[src/csr_pkg.sv]
package csr_pkg;

  // program counter width and data memory size
  localparam int PC_W = 12;
  localparam int DMEM_DEPTH = 256;
  localparam logic [csr_pkg::PC_W-1:0] PC_RESET = 12'h000;

  // bus map: word-aligned byte addresses
  localparam logic [1:0] DMEM_REGION = 2'h0;
  localparam logic [10:0] CMD_OFFSET = 11'h400;
  localparam logic [10:0] PCSTATE_OFFSET = 11'h404;
  localparam logic [10:0] RETADDR_OFFSET = 11'h408;

  // bank 0 locations of the special registers
  localparam logic [7:0] PORT_FIRST_ADDR = 8'h00;
  localparam logic [7:0] PTR_FIRST_ADDR = 8'h01;
  localparam logic [7:0] PORT_SECOND_ADDR = 8'h02;
  localparam logic [7:0] PTR_SECOND_ADDR = 8'h03;
  localparam logic [7:0] WORKREG_ADDR = 8'h05;
  localparam logic [7:0] PCLOW_ADDR = 8'h06;
  localparam logic [7:0] TPTR_LOW_ADDR = 8'h07;
  localparam logic [7:0] TRES_HIGH_ADDR = 8'h08;
  localparam logic [7:0] TPTR_HIGH_ADDR = 8'h09;
  localparam logic [7:0] FLAGS_ADDR = 8'h0a;

  // command word fields
  localparam int OP_LSB = 8;
  localparam int OP_MSB = 12;
  localparam int CMD_W = 13;

  // reset values
  localparam logic [7:0] BYTE_RESET = 8'h00;
  localparam logic [5:0] FLAGS_RESET = 6'h00;

  typedef enum logic [1:0] {
    ST_IDLE = 2'h0,
    ST_EXEC = 2'h1,
    ST_ACK = 2'h3,
    ST_DUMMY = 2'h2
  } csr_state_e;

  typedef enum logic [4:0] {
    OP_NOP = 5'h00,
    OP_MOV_A_M = 5'h01,
    OP_MOV_M_A = 5'h02,
    OP_ADD = 5'h03,
    OP_SUB = 5'h04,
    OP_AND = 5'h05,
    OP_OR = 5'h06,
    OP_XOR = 5'h07,
    OP_INC_M = 5'h08,
    OP_DEC_M = 5'h09,
    OP_RLC_M = 5'h0a,
    OP_CLR_M = 5'h0b,
    OP_TABRD_M = 5'h0c,
    OP_MOV_A_IMM = 5'h0d,
    OP_HALT = 5'h0e,
    OP_WATCHDOG_CLEAR = 5'h0f,
    OP_CALL = 5'h10,
    OP_RET = 5'h11
  } csr_op_e;

  typedef struct packed {
    logic watchdog_expiry_flag;
    logic powerdown_flag;
    logic sign_wrap_flag;
    logic zero_flag;
    logic half_spill_flag;
    logic carry_flag;
  } csr_flags_s;

endpackage

[src/csr_core.sv]
// What this block does
// - indirect ports hold nothing; accesses go where their pointer names
// - first pointer reaches bank 0 only; second pointer reaches every bank
// - indirect port read gives 00h; writing a port that way does nothing
// - direct addresses reach bank 0 only; other banks need pointer two
// - pointers are 8-bit memory bytes; read, write, increment, decrement
// - two-operand alu results land in the working register; no memory to memory move
// - writing the low program counter byte jumps within the current page
// - a write to the low program counter byte adds one dummy cycle
// - table read fetches pointed word; high byte kept, low to destination
// - flag writes change arithmetic flags, never the two system flags
// - carry set on add carry or no subtract borrow; rotate sets it too
// - half spill set on low nibble carry, or no nibble borrow on subtract
// - zero flag follows whether an add, subtract, and, or, xor, increment or decrement result is zero
// - sign wrap set when carry into top bit differs from carry out
// - powerdown flag cleared by reset or watchdog clear, set by halt only
// - expiry flag cleared by reset, watchdog clear, halt; set by timeout
// - calls save only the return address, never the flags
// - flag bits 7 to 6 read zero; low four writable; system flags reset 0
//
// The register offsets and the Avalon-MM register port are this design's own decisions.
module csr_core (
  input wire logic SYS_CLK,
  input wire logic RESET,
  input wire logic [10:0] AVS_ADDRESS,
  input wire logic AVS_READ,
  input wire logic AVS_WRITE,
  input wire logic [31:0] AVS_WRITEDATA,
  input wire logic [3:0] AVS_BYTEENABLE,
  output logic [31:0] AVS_READDATA,
  output logic AVS_WAITREQUEST,
  input wire logic WATCHDOG_TIMEOUT,
  input wire logic [15:0] TABLE_DATA,
  output logic [15:0] TABLE_ADDRESS,
  output logic [csr_pkg::PC_W-1:0] PROG_COUNTER,
  output csr_pkg::csr_flags_s CORE_FLAGS,
  output logic DUMMY_CYCLE
);

  csr_pkg::csr_state_e state;
  csr_pkg::csr_state_e next_state;
  csr_pkg::csr_op_e op;
  csr_pkg::csr_flags_s flags;
  csr_pkg::csr_flags_s next_flags;

  logic [7:0] dmem [0:csr_pkg::DMEM_DEPTH-1];
  logic [7:0] working_register;
  logic [7:0] table_pointer_low;
  logic [7:0] table_pointer_high;
  logic [7:0] table_result_high;
  logic [csr_pkg::PC_W-1:0] pc;
  logic [csr_pkg::PC_W-1:0] ret_addr;
  logic [csr_pkg::CMD_W-1:0] last_cmd;
  logic [7:0] sfr_value;
  logic [7:0] alu_result;
  logic acc_dest;
  logic mem_dest;
  logic [31:0] read_word;

  function automatic logic is_port(input logic [7:0] a);
    is_port = (a == csr_pkg::PORT_FIRST_ADDR) ||
              (a == csr_pkg::PORT_SECOND_ADDR);
  endfunction

  function automatic logic is_flop_reg(input logic [7:0] a);
    is_flop_reg = (a == csr_pkg::WORKREG_ADDR) ||
                  (a == csr_pkg::PCLOW_ADDR) ||
                  (a == csr_pkg::TPTR_LOW_ADDR) ||
                  (a == csr_pkg::TRES_HIGH_ADDR) ||
                  (a == csr_pkg::TPTR_HIGH_ADDR) ||
                  (a == csr_pkg::FLAGS_ADDR);
  endfunction

  // request decode; the master holds the request until acknowledged
  wire exec = state == csr_pkg::ST_EXEC;
  wire in_dmem = AVS_ADDRESS[10:9] == csr_pkg::DMEM_REGION;
  wire is_cmd_addr = AVS_ADDRESS == csr_pkg::CMD_OFFSET;
  wire cmd_lanes = AVS_BYTEENABLE[1:0] == 2'h3;
  wire cmd_go = exec && AVS_WRITE && is_cmd_addr && cmd_lanes;
  wire dwr_go = exec && AVS_WRITE && in_dmem && AVS_BYTEENABLE[0];
  wire [4:0] op_code = AVS_WRITEDATA[csr_pkg::OP_MSB:csr_pkg::OP_LSB];

  assign op = cmd_go ? csr_pkg::csr_op_e'(op_code) : csr_pkg::OP_NOP;

  // direct addresses carry no bank bit, so they stay in bank 0
  wire [6:0] direct_low = cmd_go ? AVS_WRITEDATA[6:0] : AVS_ADDRESS[8:2];
  wire [7:0] direct_addr = {1'b0, direct_low};

  // pointers live in the data memory array itself
  wire [7:0] ptr_first = dmem[csr_pkg::PTR_FIRST_ADDR];
  wire [7:0] ptr_second = dmem[csr_pkg::PTR_SECOND_ADDR];
  wire via_port = is_port(direct_addr);
  wire via_first = direct_addr == csr_pkg::PORT_FIRST_ADDR;

  // first pointer loses its bank bit, second keeps all eight
  wire [7:0] first_target = {1'b0, ptr_first[6:0]};
  wire [7:0] port_target = via_first ? first_target : ptr_second;
  wire [7:0] eff_addr = via_port ? port_target : direct_addr;

  // a pointer aimed back at a port finds no storage
  wire eff_null = via_port && is_port(eff_addr);

  always_comb begin
    sfr_value = dmem[eff_addr];
    if (eff_addr == csr_pkg::WORKREG_ADDR) begin
      sfr_value = working_register;
    end else if (eff_addr == csr_pkg::PCLOW_ADDR) begin
      sfr_value = pc[7:0];
    end else if (eff_addr == csr_pkg::TPTR_LOW_ADDR) begin
      sfr_value = table_pointer_low;
    end else if (eff_addr == csr_pkg::TRES_HIGH_ADDR) begin
      sfr_value = table_result_high;
    end else if (eff_addr == csr_pkg::TPTR_HIGH_ADDR) begin
      sfr_value = table_pointer_high;
    end else if (eff_addr == csr_pkg::FLAGS_ADDR) begin
      sfr_value = {2'h0, flags};
    end
  end

  wire [7:0] operand = eff_null ? 8'h00 : sfr_value;

  // one adder serves both add and subtract; subtract adds the inverse
  wire sub_op = op == csr_pkg::OP_SUB;
  wire [7:0] addend = sub_op ? ~operand : operand;
  wire [8:0] sum9 = {1'b0, working_register} + {1'b0, addend} +
                    {8'h00, sub_op};
  wire [4:0] half5 = {1'b0, working_register[3:0]} + {1'b0, addend[3:0]} +
                     {4'h0, sub_op};
  wire carry_in7 = sum9[7] ^ working_register[7] ^ addend[7];
  wire [7:0] inc_val = operand + 8'h01;
  wire [7:0] dec_val = operand - 8'h01;
  wire [7:0] rot_val = {operand[6:0], flags.carry_flag};

  // every result goes either to the working register or to one location
  always_comb begin
    alu_result = 8'h00;
    acc_dest = 1'b0;
    mem_dest = 1'b0;
    case (op)
      csr_pkg::OP_MOV_A_M: begin
        alu_result = operand;
        acc_dest = 1'b1;
      end
      csr_pkg::OP_MOV_M_A: begin
        alu_result = working_register;
        mem_dest = 1'b1;
      end
      csr_pkg::OP_ADD, csr_pkg::OP_SUB: begin
        alu_result = sum9[7:0];
        acc_dest = 1'b1;
      end
      csr_pkg::OP_AND: begin
        alu_result = working_register & operand;
        acc_dest = 1'b1;
      end
      csr_pkg::OP_OR: begin
        alu_result = working_register | operand;
        acc_dest = 1'b1;
      end
      csr_pkg::OP_XOR: begin
        alu_result = working_register ^ operand;
        acc_dest = 1'b1;
      end
      csr_pkg::OP_INC_M: begin
        alu_result = inc_val;
        mem_dest = 1'b1;
      end
      csr_pkg::OP_DEC_M: begin
        alu_result = dec_val;
        mem_dest = 1'b1;
      end
      csr_pkg::OP_RLC_M: begin
        alu_result = rot_val;
        mem_dest = 1'b1;
      end
      csr_pkg::OP_CLR_M: begin
        alu_result = 8'h00;
        mem_dest = 1'b1;
      end
      csr_pkg::OP_TABRD_M: begin
        alu_result = TABLE_DATA[7:0];
        mem_dest = 1'b1;
      end
      csr_pkg::OP_MOV_A_IMM: begin
        alu_result = AVS_WRITEDATA[7:0];
        acc_dest = 1'b1;
      end
      default: begin
        alu_result = 8'h00;
      end
    endcase
  end

  wire mem_wr = dwr_go || mem_dest;
  wire [7:0] mem_wdata = dwr_go ? AVS_WRITEDATA[7:0] : alu_result;
  wire mem_hit = mem_wr && !eff_null;
  wire arr_we = mem_hit && !is_flop_reg(eff_addr);
  wire wr_workreg = mem_hit && (eff_addr == csr_pkg::WORKREG_ADDR);
  wire wr_tptr_low = mem_hit && (eff_addr == csr_pkg::TPTR_LOW_ADDR);
  wire wr_tptr_high = mem_hit && (eff_addr == csr_pkg::TPTR_HIGH_ADDR);
  wire wr_tres_high = mem_hit && (eff_addr == csr_pkg::TRES_HIGH_ADDR);
  wire wr_flags = mem_hit && (eff_addr == csr_pkg::FLAGS_ADDR);
  wire jump_low = mem_hit && (eff_addr == csr_pkg::PCLOW_ADDR);
  wire tabrd = op == csr_pkg::OP_TABRD_M;
  wire call_op = op == csr_pkg::OP_CALL;
  wire ret_op = op == csr_pkg::OP_RET;

  // op flags are applied after a write to the flag location, so they win
  always_comb begin
    next_flags = flags;
    if (wr_flags) begin
      next_flags.sign_wrap_flag = mem_wdata[3];
      next_flags.zero_flag = mem_wdata[2];
      next_flags.half_spill_flag = mem_wdata[1];
      next_flags.carry_flag = mem_wdata[0];
    end
    case (op)
      csr_pkg::OP_ADD, csr_pkg::OP_SUB: begin
        next_flags.carry_flag = sum9[8];
        next_flags.half_spill_flag = half5[4];
        next_flags.zero_flag = sum9[7:0] == 8'h00;
        next_flags.sign_wrap_flag = carry_in7 ^ sum9[8];
      end
      csr_pkg::OP_AND, csr_pkg::OP_OR, csr_pkg::OP_XOR,
      csr_pkg::OP_INC_M, csr_pkg::OP_DEC_M: begin
        next_flags.zero_flag = alu_result == 8'h00;
      end
      csr_pkg::OP_RLC_M: begin
        next_flags.carry_flag = operand[7];
      end
      csr_pkg::OP_HALT: begin
        next_flags.powerdown_flag = 1'b1;
        next_flags.watchdog_expiry_flag = 1'b0;
      end
      csr_pkg::OP_WATCHDOG_CLEAR: begin
        next_flags.powerdown_flag = 1'b0;
        next_flags.watchdog_expiry_flag = 1'b0;
      end
      default: begin
        next_flags.carry_flag = next_flags.carry_flag;
      end
    endcase
    // a timeout in the same cycle as a clear is not lost
    if (WATCHDOG_TIMEOUT) begin
      next_flags.watchdog_expiry_flag = 1'b1;
    end
  end

  // jumps keep the page bits; a call stores only the return address
  wire [csr_pkg::PC_W-1:0] pc_plus = pc + csr_pkg::PC_W'(1);
  wire [csr_pkg::PC_W-1:0] pc_jump = {pc[csr_pkg::PC_W-1:8], mem_wdata};
  wire [csr_pkg::PC_W-1:0] pc_call = {pc[csr_pkg::PC_W-1:8],
                                      AVS_WRITEDATA[7:0]};
  wire [csr_pkg::PC_W-1:0] next_pc = jump_low ? pc_jump :
                                     call_op ? pc_call :
                                     ret_op ? ret_addr :
                                     cmd_go ? pc_plus : pc;
  wire [csr_pkg::PC_W-1:0] next_ret = call_op ? pc_plus : ret_addr;
  wire [7:0] next_workreg = acc_dest ? alu_result :
                            wr_workreg ? mem_wdata : working_register;
  wire [7:0] next_tres_high = tabrd ? TABLE_DATA[15:8] :
                              wr_tres_high ? mem_wdata : table_result_high;
  wire [7:0] next_tptr_low = wr_tptr_low ? mem_wdata : table_pointer_low;
  wire [7:0] next_tptr_high = wr_tptr_high ? mem_wdata : table_pointer_high;
  wire [csr_pkg::CMD_W-1:0] next_cmd =
    cmd_go ? AVS_WRITEDATA[csr_pkg::CMD_W-1:0] : last_cmd;

  always_comb begin
    read_word = 32'h0000_0000;
    if (in_dmem) begin
      read_word = {24'h00_0000, operand};
    end else if (AVS_ADDRESS == csr_pkg::CMD_OFFSET) begin
      read_word = {{(32 - csr_pkg::CMD_W){1'b0}}, last_cmd};
    end else if (AVS_ADDRESS == csr_pkg::PCSTATE_OFFSET) begin
      read_word = {{(32 - csr_pkg::PC_W){1'b0}}, pc};
    end else if (AVS_ADDRESS == csr_pkg::RETADDR_OFFSET) begin
      read_word = {{(32 - csr_pkg::PC_W){1'b0}}, ret_addr};
    end
  end

  always_comb begin
    next_state = csr_pkg::ST_IDLE;
    case (state)
      csr_pkg::ST_IDLE: begin
        if (AVS_READ || AVS_WRITE) begin
          next_state = csr_pkg::ST_EXEC;
        end
      end
      csr_pkg::ST_EXEC: begin
        next_state = jump_low ? csr_pkg::ST_DUMMY :
                                csr_pkg::ST_ACK;
      end
      csr_pkg::ST_DUMMY: begin
        next_state = csr_pkg::ST_ACK;
      end
      default: begin
        next_state = csr_pkg::ST_IDLE;
      end
    endcase
  end

  wire [31:0] next_readdata = (exec && AVS_READ) ? read_word : AVS_READDATA;

  always_ff @(posedge SYS_CLK) begin
    if (RESET) begin
      for (int i = 0; i < csr_pkg::DMEM_DEPTH; i++) begin
        dmem[i] <= csr_pkg::BYTE_RESET;
      end
    end else if (arr_we) begin
      dmem[eff_addr] <= mem_wdata;
    end
  end

  always_ff @(posedge SYS_CLK) begin
    if (RESET) begin
      state <= csr_pkg::ST_IDLE;
      AVS_WAITREQUEST <= 1'b1;
      AVS_READDATA <= 32'h0000_0000;
      DUMMY_CYCLE <= 1'b0;
    end else begin
      state <= next_state;
      AVS_WAITREQUEST <= next_state != csr_pkg::ST_ACK;
      AVS_READDATA <= next_readdata;
      DUMMY_CYCLE <= next_state == csr_pkg::ST_DUMMY;
    end
  end

  always_ff @(posedge SYS_CLK) begin
    if (RESET) begin
      flags <= csr_pkg::FLAGS_RESET;
      pc <= csr_pkg::PC_RESET;
      ret_addr <= csr_pkg::PC_RESET;
      last_cmd <= '0;
    end else begin
      flags <= next_flags;
      pc <= next_pc;
      ret_addr <= next_ret;
      last_cmd <= next_cmd;
    end
  end

  always_ff @(posedge SYS_CLK) begin
    if (RESET) begin
      working_register <= csr_pkg::BYTE_RESET;
      table_pointer_low <= csr_pkg::BYTE_RESET;
      table_pointer_high <= csr_pkg::BYTE_RESET;
      table_result_high <= csr_pkg::BYTE_RESET;
    end else begin
      working_register <= next_workreg;
      table_pointer_low <= next_tptr_low;
      table_pointer_high <= next_tptr_high;
      table_result_high <= next_tres_high;
    end
  end

  // program memory is expected to answer combinationally on this address
  assign TABLE_ADDRESS = {table_pointer_high, table_pointer_low};
  assign PROG_COUNTER = pc;
  assign CORE_FLAGS = flags;

endmodule

[config.mk]
export PLATFORM = sky130hd
export DESIGN_NAME = csr_core
export DESIGN_NICKNAME = d
export VERILOG_FILES = /design/src/csr_pkg.sv /design/src/csr_core.sv
export SDC_FILE = /design/constraint.sdc
export NUM_CORES = 2
export LEC_CHECK = 0
export ABC_AREA = 1
export BUFFER_PORTS_ARGS = -buffer_cell sky130_fd_sc_hd__buf_2
export CAP_MARGIN = 30
export CORE_MARGIN = 2
export CORE_UTILIZATION = 45
export CTS_CLUSTER_DIAMETER = 30
export CTS_CLUSTER_SIZE = 8
export DETAILED_ROUTE_END_ITERATION = 12
export PLACE_DENSITY = 0.62
export SYNTH_ARGS = -nofsm -noshare
export SYNTH_HDL_FRONTEND = slang
export SYNTH_SLANG_ARGS = --single-unit
[constraint.sdc]
create_clock -name SYS_CLK -period 16.7 [get_ports SYS_CLK]
set_input_delay 1.67 -clock SYS_CLK [delete_from_list [all_inputs] [get_ports SYS_CLK]]
set_output_delay 1.67 -clock SYS_CLK [all_outputs]
set_load 0.01 [all_outputs]
After elaboration in Yosys (flattened, before gate mapping):

Memories as Yosys holds them, arrays and structs flattened.
Index checks and enable logic that the tools add are counted.
W data, S select, Z words.

* $add $sub $neg: 7
* equal/unequal tests: 33
* muxes and demuxes: 46
* bitwise operators: 9
* reductions and logical operators: 47

Operators by type and width (count)
* $mux W8: 19
* $pmux W8 S11: 1
* $mux W12: 4
* $eq A5 B4 Y1 const B: 8
* $eq A11 B11 Y1 const B: 3
* $logic_not A8 Y1: 4
* $mux W13: 2
* $eq A8 B3 Y1 const B: 3
* $eq A8 B4 Y1 const B: 3
* $eq A5 B3 Y1 const B: 4
* $logic_and A1 B1 Y1: 15
* $mux W1: 13
* $add A12 B1 Y12 const B: 1
* $eq A5 B2 Y1 const B: 2
* $eq A5 B5 Y1 const B: 2
* $reduce_bool A2 Y1: 5
* $add A8 B8 Y9: 1
* $add A9 B1 Y9: 1
* $logic_or A1 B1 Y1: 9
* $reduce_bool A3 Y1: 3
* $add A8 B1 Y8 const B: 1
* $and A8 B8 Y8: 1
* $eq A8 B2 Y1 const B: 1
* $not A8 Y8: 1
* 27 further kinds: 35

* register bits after elaboration: 111
* bits in writable memories: 2048
* input bits: 68
* logic and storage cells: 161
* memories: 1

Memories
* dmem: words 256, width 8, rd ports 3, clocked after Yosys merged registers in 0, wr ports 256, RTL line csr_core.sv:46 `logic [7:0] dmem [0:csr_pkg::DMEM_DEPTH-1];`

Depth between registers and ports, before layout:

* depth after elaboration: 24
* mapped depth: 53
* gate-level depth less buffers: 51

Worst setup path before layout:

Ideal clock, no wire load.

* kind: input-to-reg
* from: in AVS_ADDRESS[1]
* to: mem dmem[100][6] (data pin)
* data arrival time: 7.205 ns
* data required time: 16.437 ns
* slack: 9.232 ns
* stages: 46
* cell sequence: inv_1 > nand2_1 > nor2_2 > nand4_1 > nand2_1 > nand2_1 > nor2_4 > nand2_2 > nand2_1 > nand3_2 > nand2_4 > buf_6 > buf_4 > buf_4 > buf_2 > nor2_1 > o21ai_0 > o211ai_1 > [... 10 more ...] > nand2_1 > nand2_1 > xor2_1 > inv_1 > fa_1 > o21ai_0 > a21oi_1 > o21bai_1 > xor2_1 > o21bai_1 > a2111oi_0 > nand2_1 > nor2_1 > nand2_1 > o21ai_2 > clkbuf_1 > buf_2 > nor2_1

RTL lines
* from (decl): RTL line csr_core.sv:25 `input wire logic [10:0] AVS_ADDRESS,`
* to (decl): RTL line csr_core.sv:46

==> flow_summary.toml <==
[outcome]
status = "completed"

[grt]
grt_util_met3_pct = 5.270
grt-busiest-layer = "met2"
antenna_found_initial = 13
grt_pass1_vias = 75320
grt_max_degree = 143
grt_use_total_pct = 28.14
grt_overflow = 0
grt_util_met1_pct = 37.25
grt_use_met2_pct = 44.92
grt_first_pass_wirelength_um = 473200

[synth]
synth_edf_count = 2046
netlist_area_um2 = 99730
avgSynthCellArea_um2 = 9.545
synth_flop_cell = "edfxtp_1"
synth_cell_types = 61
synth_top_area_share_pct = 61.61
yosys.area.top_type = "edfxtp_1"
synth_area_leaders = "edfxtp_1, nor2_1, nand2_1"
ys_ff_latch = 2138
yosysWarnings = 0
yosysSeqAreaShare_pct = 63.45
async_reset_ff_share_pct = 0
synth_cells = 10450

[clocking]
clk_pin_slew_worst_paths_ns = 0.05
cts_setup_buffers = 0
postCtsResizedCells = 0
clock_sinks = 2138
insertion_delay_ns = 1.00
cts_tree = "done"
holdBufCountCts = 0
numCtsBuffers = 452
cts-root-buf = "clkbuf_16"
htree_num_levels = 5
clockBufferDepth = 4

[timing]
finClkSkew_ns = 0.08142
setup_viol = 0
min_period_over_period_pct = 71.17
report.final.slew_viol_count = 0
max_freq_ghz = 0.08414
max_slew.worst_pin.slew_ns = 1.083
slew_headroom_pct = 27.32
min_period_ns = 11.89
finalSetupTns_ns = 0
hold_viol = 0
rsz0062_at_grt = "false"

[placed_design]
hpwl_um = 186400
port_buffers = 95
gp_congestion = 0.9438

[drt]
drc_errors = 0
drtAntennaViolNets = 0
dr.pass1.iters = 9
drt-wirelength-per-cell_um = 23.30
routed_wl_um = 322900
num_vias = 77610
drt-vias-per-instance = 5.599
drt_iter0_drc = 8877

[floorplanning]
ios = 136
core-area_um2 = 219900
initial_core_util_pct = 45.34
placementRows = 172
die_area_um2 = 225400
die_h_um = 474.8
fp.dieW_um = 474.8

[power_and_ir_drop]
p_leak_nw = 44.18
power_mw = 15.80
p_per_area_nw_per_um2 = 135.2
ir_drop_v = 0.0001295

[layout]
final_layout_size_suffix_gt1_share_pct = 10.46
nets = 10640
synthToLayoutAreaGrowth_pct = 17.20
multi_input_area_um2 = 31790
layout_commonest_cell = "nor2_1"
layout_common_cells = "nor2_1, nand2_1, edfxtp_1"
fillers = 19470
ff_latch_area_um2 = 63280

[setup_path]
worst_setup_path_start_kind = "input port"
critical-path-slowest-cell = "nand2_8"
cp_max_fo = 88
crit_path_end_kind = "register"
slowest_delay_ns = 0.79
crit_required_ns = 17.35
cpMostUsedCell = "nand2_1"
path_class = "in -> reg"
arrival_ns = 12.53

[min_path]
worstHoldPathType = "reg -> reg"

[flow_run]
cap_violations = 0
metal layers:
| metal | wire (um) | part of all wire, % |
|---|---|---|
| met5 | 0 | 0 |
| met2 | 149500 | 46 |
| met4 | 15310 | 4.7 |
| met3 | 32910 | 10 |
| met1 | 125200 | 39 |
worst max-delay path: cells and delay by family:
family / cells / cell delay [ns]
adders and majority gates: 1 / 0.42
xor gates and xnor gates: 2 / 0.52
AOI/OAI and AO/OA: 8 / 2.05
and+or+nand+nor: 27 / 5.43
buffers and inverters: 7 / 2.15
metrics by stage:
stage | std cells | area, um2 | setup WS, ns | utilization [%] | hold WS, ns
after global routing | 13850 | 116900 | 4.321 | 53.14 | 0.4870
after detailed placement | 13040 | 102000 | 4.147 | 46.39 | 0.4556
final | 13860 | 116900 | 4.815 | 53.14 | 0.4642
after global placement | 13040 | 102000 | 4.178 | 46.39 | 0.4526
after floorplan | 10530 | 100000 | 9.232 | - | 0.4411
after CTS | 13850 | 116800 | 5.118 | 53.12 | 0.4629
sequential cells by signal, summed over array words and instances, names as in the netlist, 8 cells and up:
register,cells
AVS_READDATA,13
PROG_COUNTER,12
dmem,2046
last_cmd,13
ret_addr,12
table_pointer_high,8
table_pointer_low,8
table_result_high,8
working_register,8
cell usage after synthesis (97+ instances only):
library cell	count
a21oi_1	97
buf_2	310
clkbuf_1	201
edfxtp_1	2046
inv_1	383
nand2_1	2165
nand3_1	122
nor2_1	3405
o211ai_1	160
o21ai_0	272
o21ai_1	292
o22ai_1	131
or2_2	147
kinds of logic after synthesis:
logic type               synth area share (%)
AND/OR/NAND/NOR                         24.24
AO/OA/AOI/OAI                           6.412
flip-flops                              63.45
adder cells (fa/ha/maj)                0.4667
XOR/XNOR                               0.1844
buffers and inverters                   5.244
other                                0.003760
where the power goes:
group / switching, mW / internal (mW)
sequential: 0.0509 / 6.06
combinational: 0.769 / 0.240
clock: 2.82 / 5.87
total: 3.64 / 12.2
area by class of cell:
class | instances | share of cell area, %
Inverter | 411 | 1.371
Clock buffer | 539 | 10.16
Clock inverter | 279 | 2.502
Multi-Input combinational cell | 7309 | 27.20
Antenna cell | 6 | 0.01285
Tap cell | 2958 | 3.166
Timing Repair Buffer | 220 | 1.443
Sequential cell | 2138 | 54.14
final timing paths:
check,from,slack (ns),endpoint,cells past startpoint
hold reg to reg,AVS_READDATA[10]$_SDFFE_PP0P_,0.46,AVS_READDATA[10]$_SDFFE_PP0P_,2
hold / removal,AVS_READDATA[10]$_SDFFE_PP0P_,0.46,AVS_READDATA[10]$_SDFFE_PP0P_,2
setup / recovery,AVS_WRITE,4.81,dmem[131][6]$_SDFFCE_PN0P_,45
setup reg to reg,state[1]$_SDFF_PP0_,5.01,dmem[131][6]$_SDFFCE_PN0P_,46
Note: power is estimated with default switching activity, not from simulation.
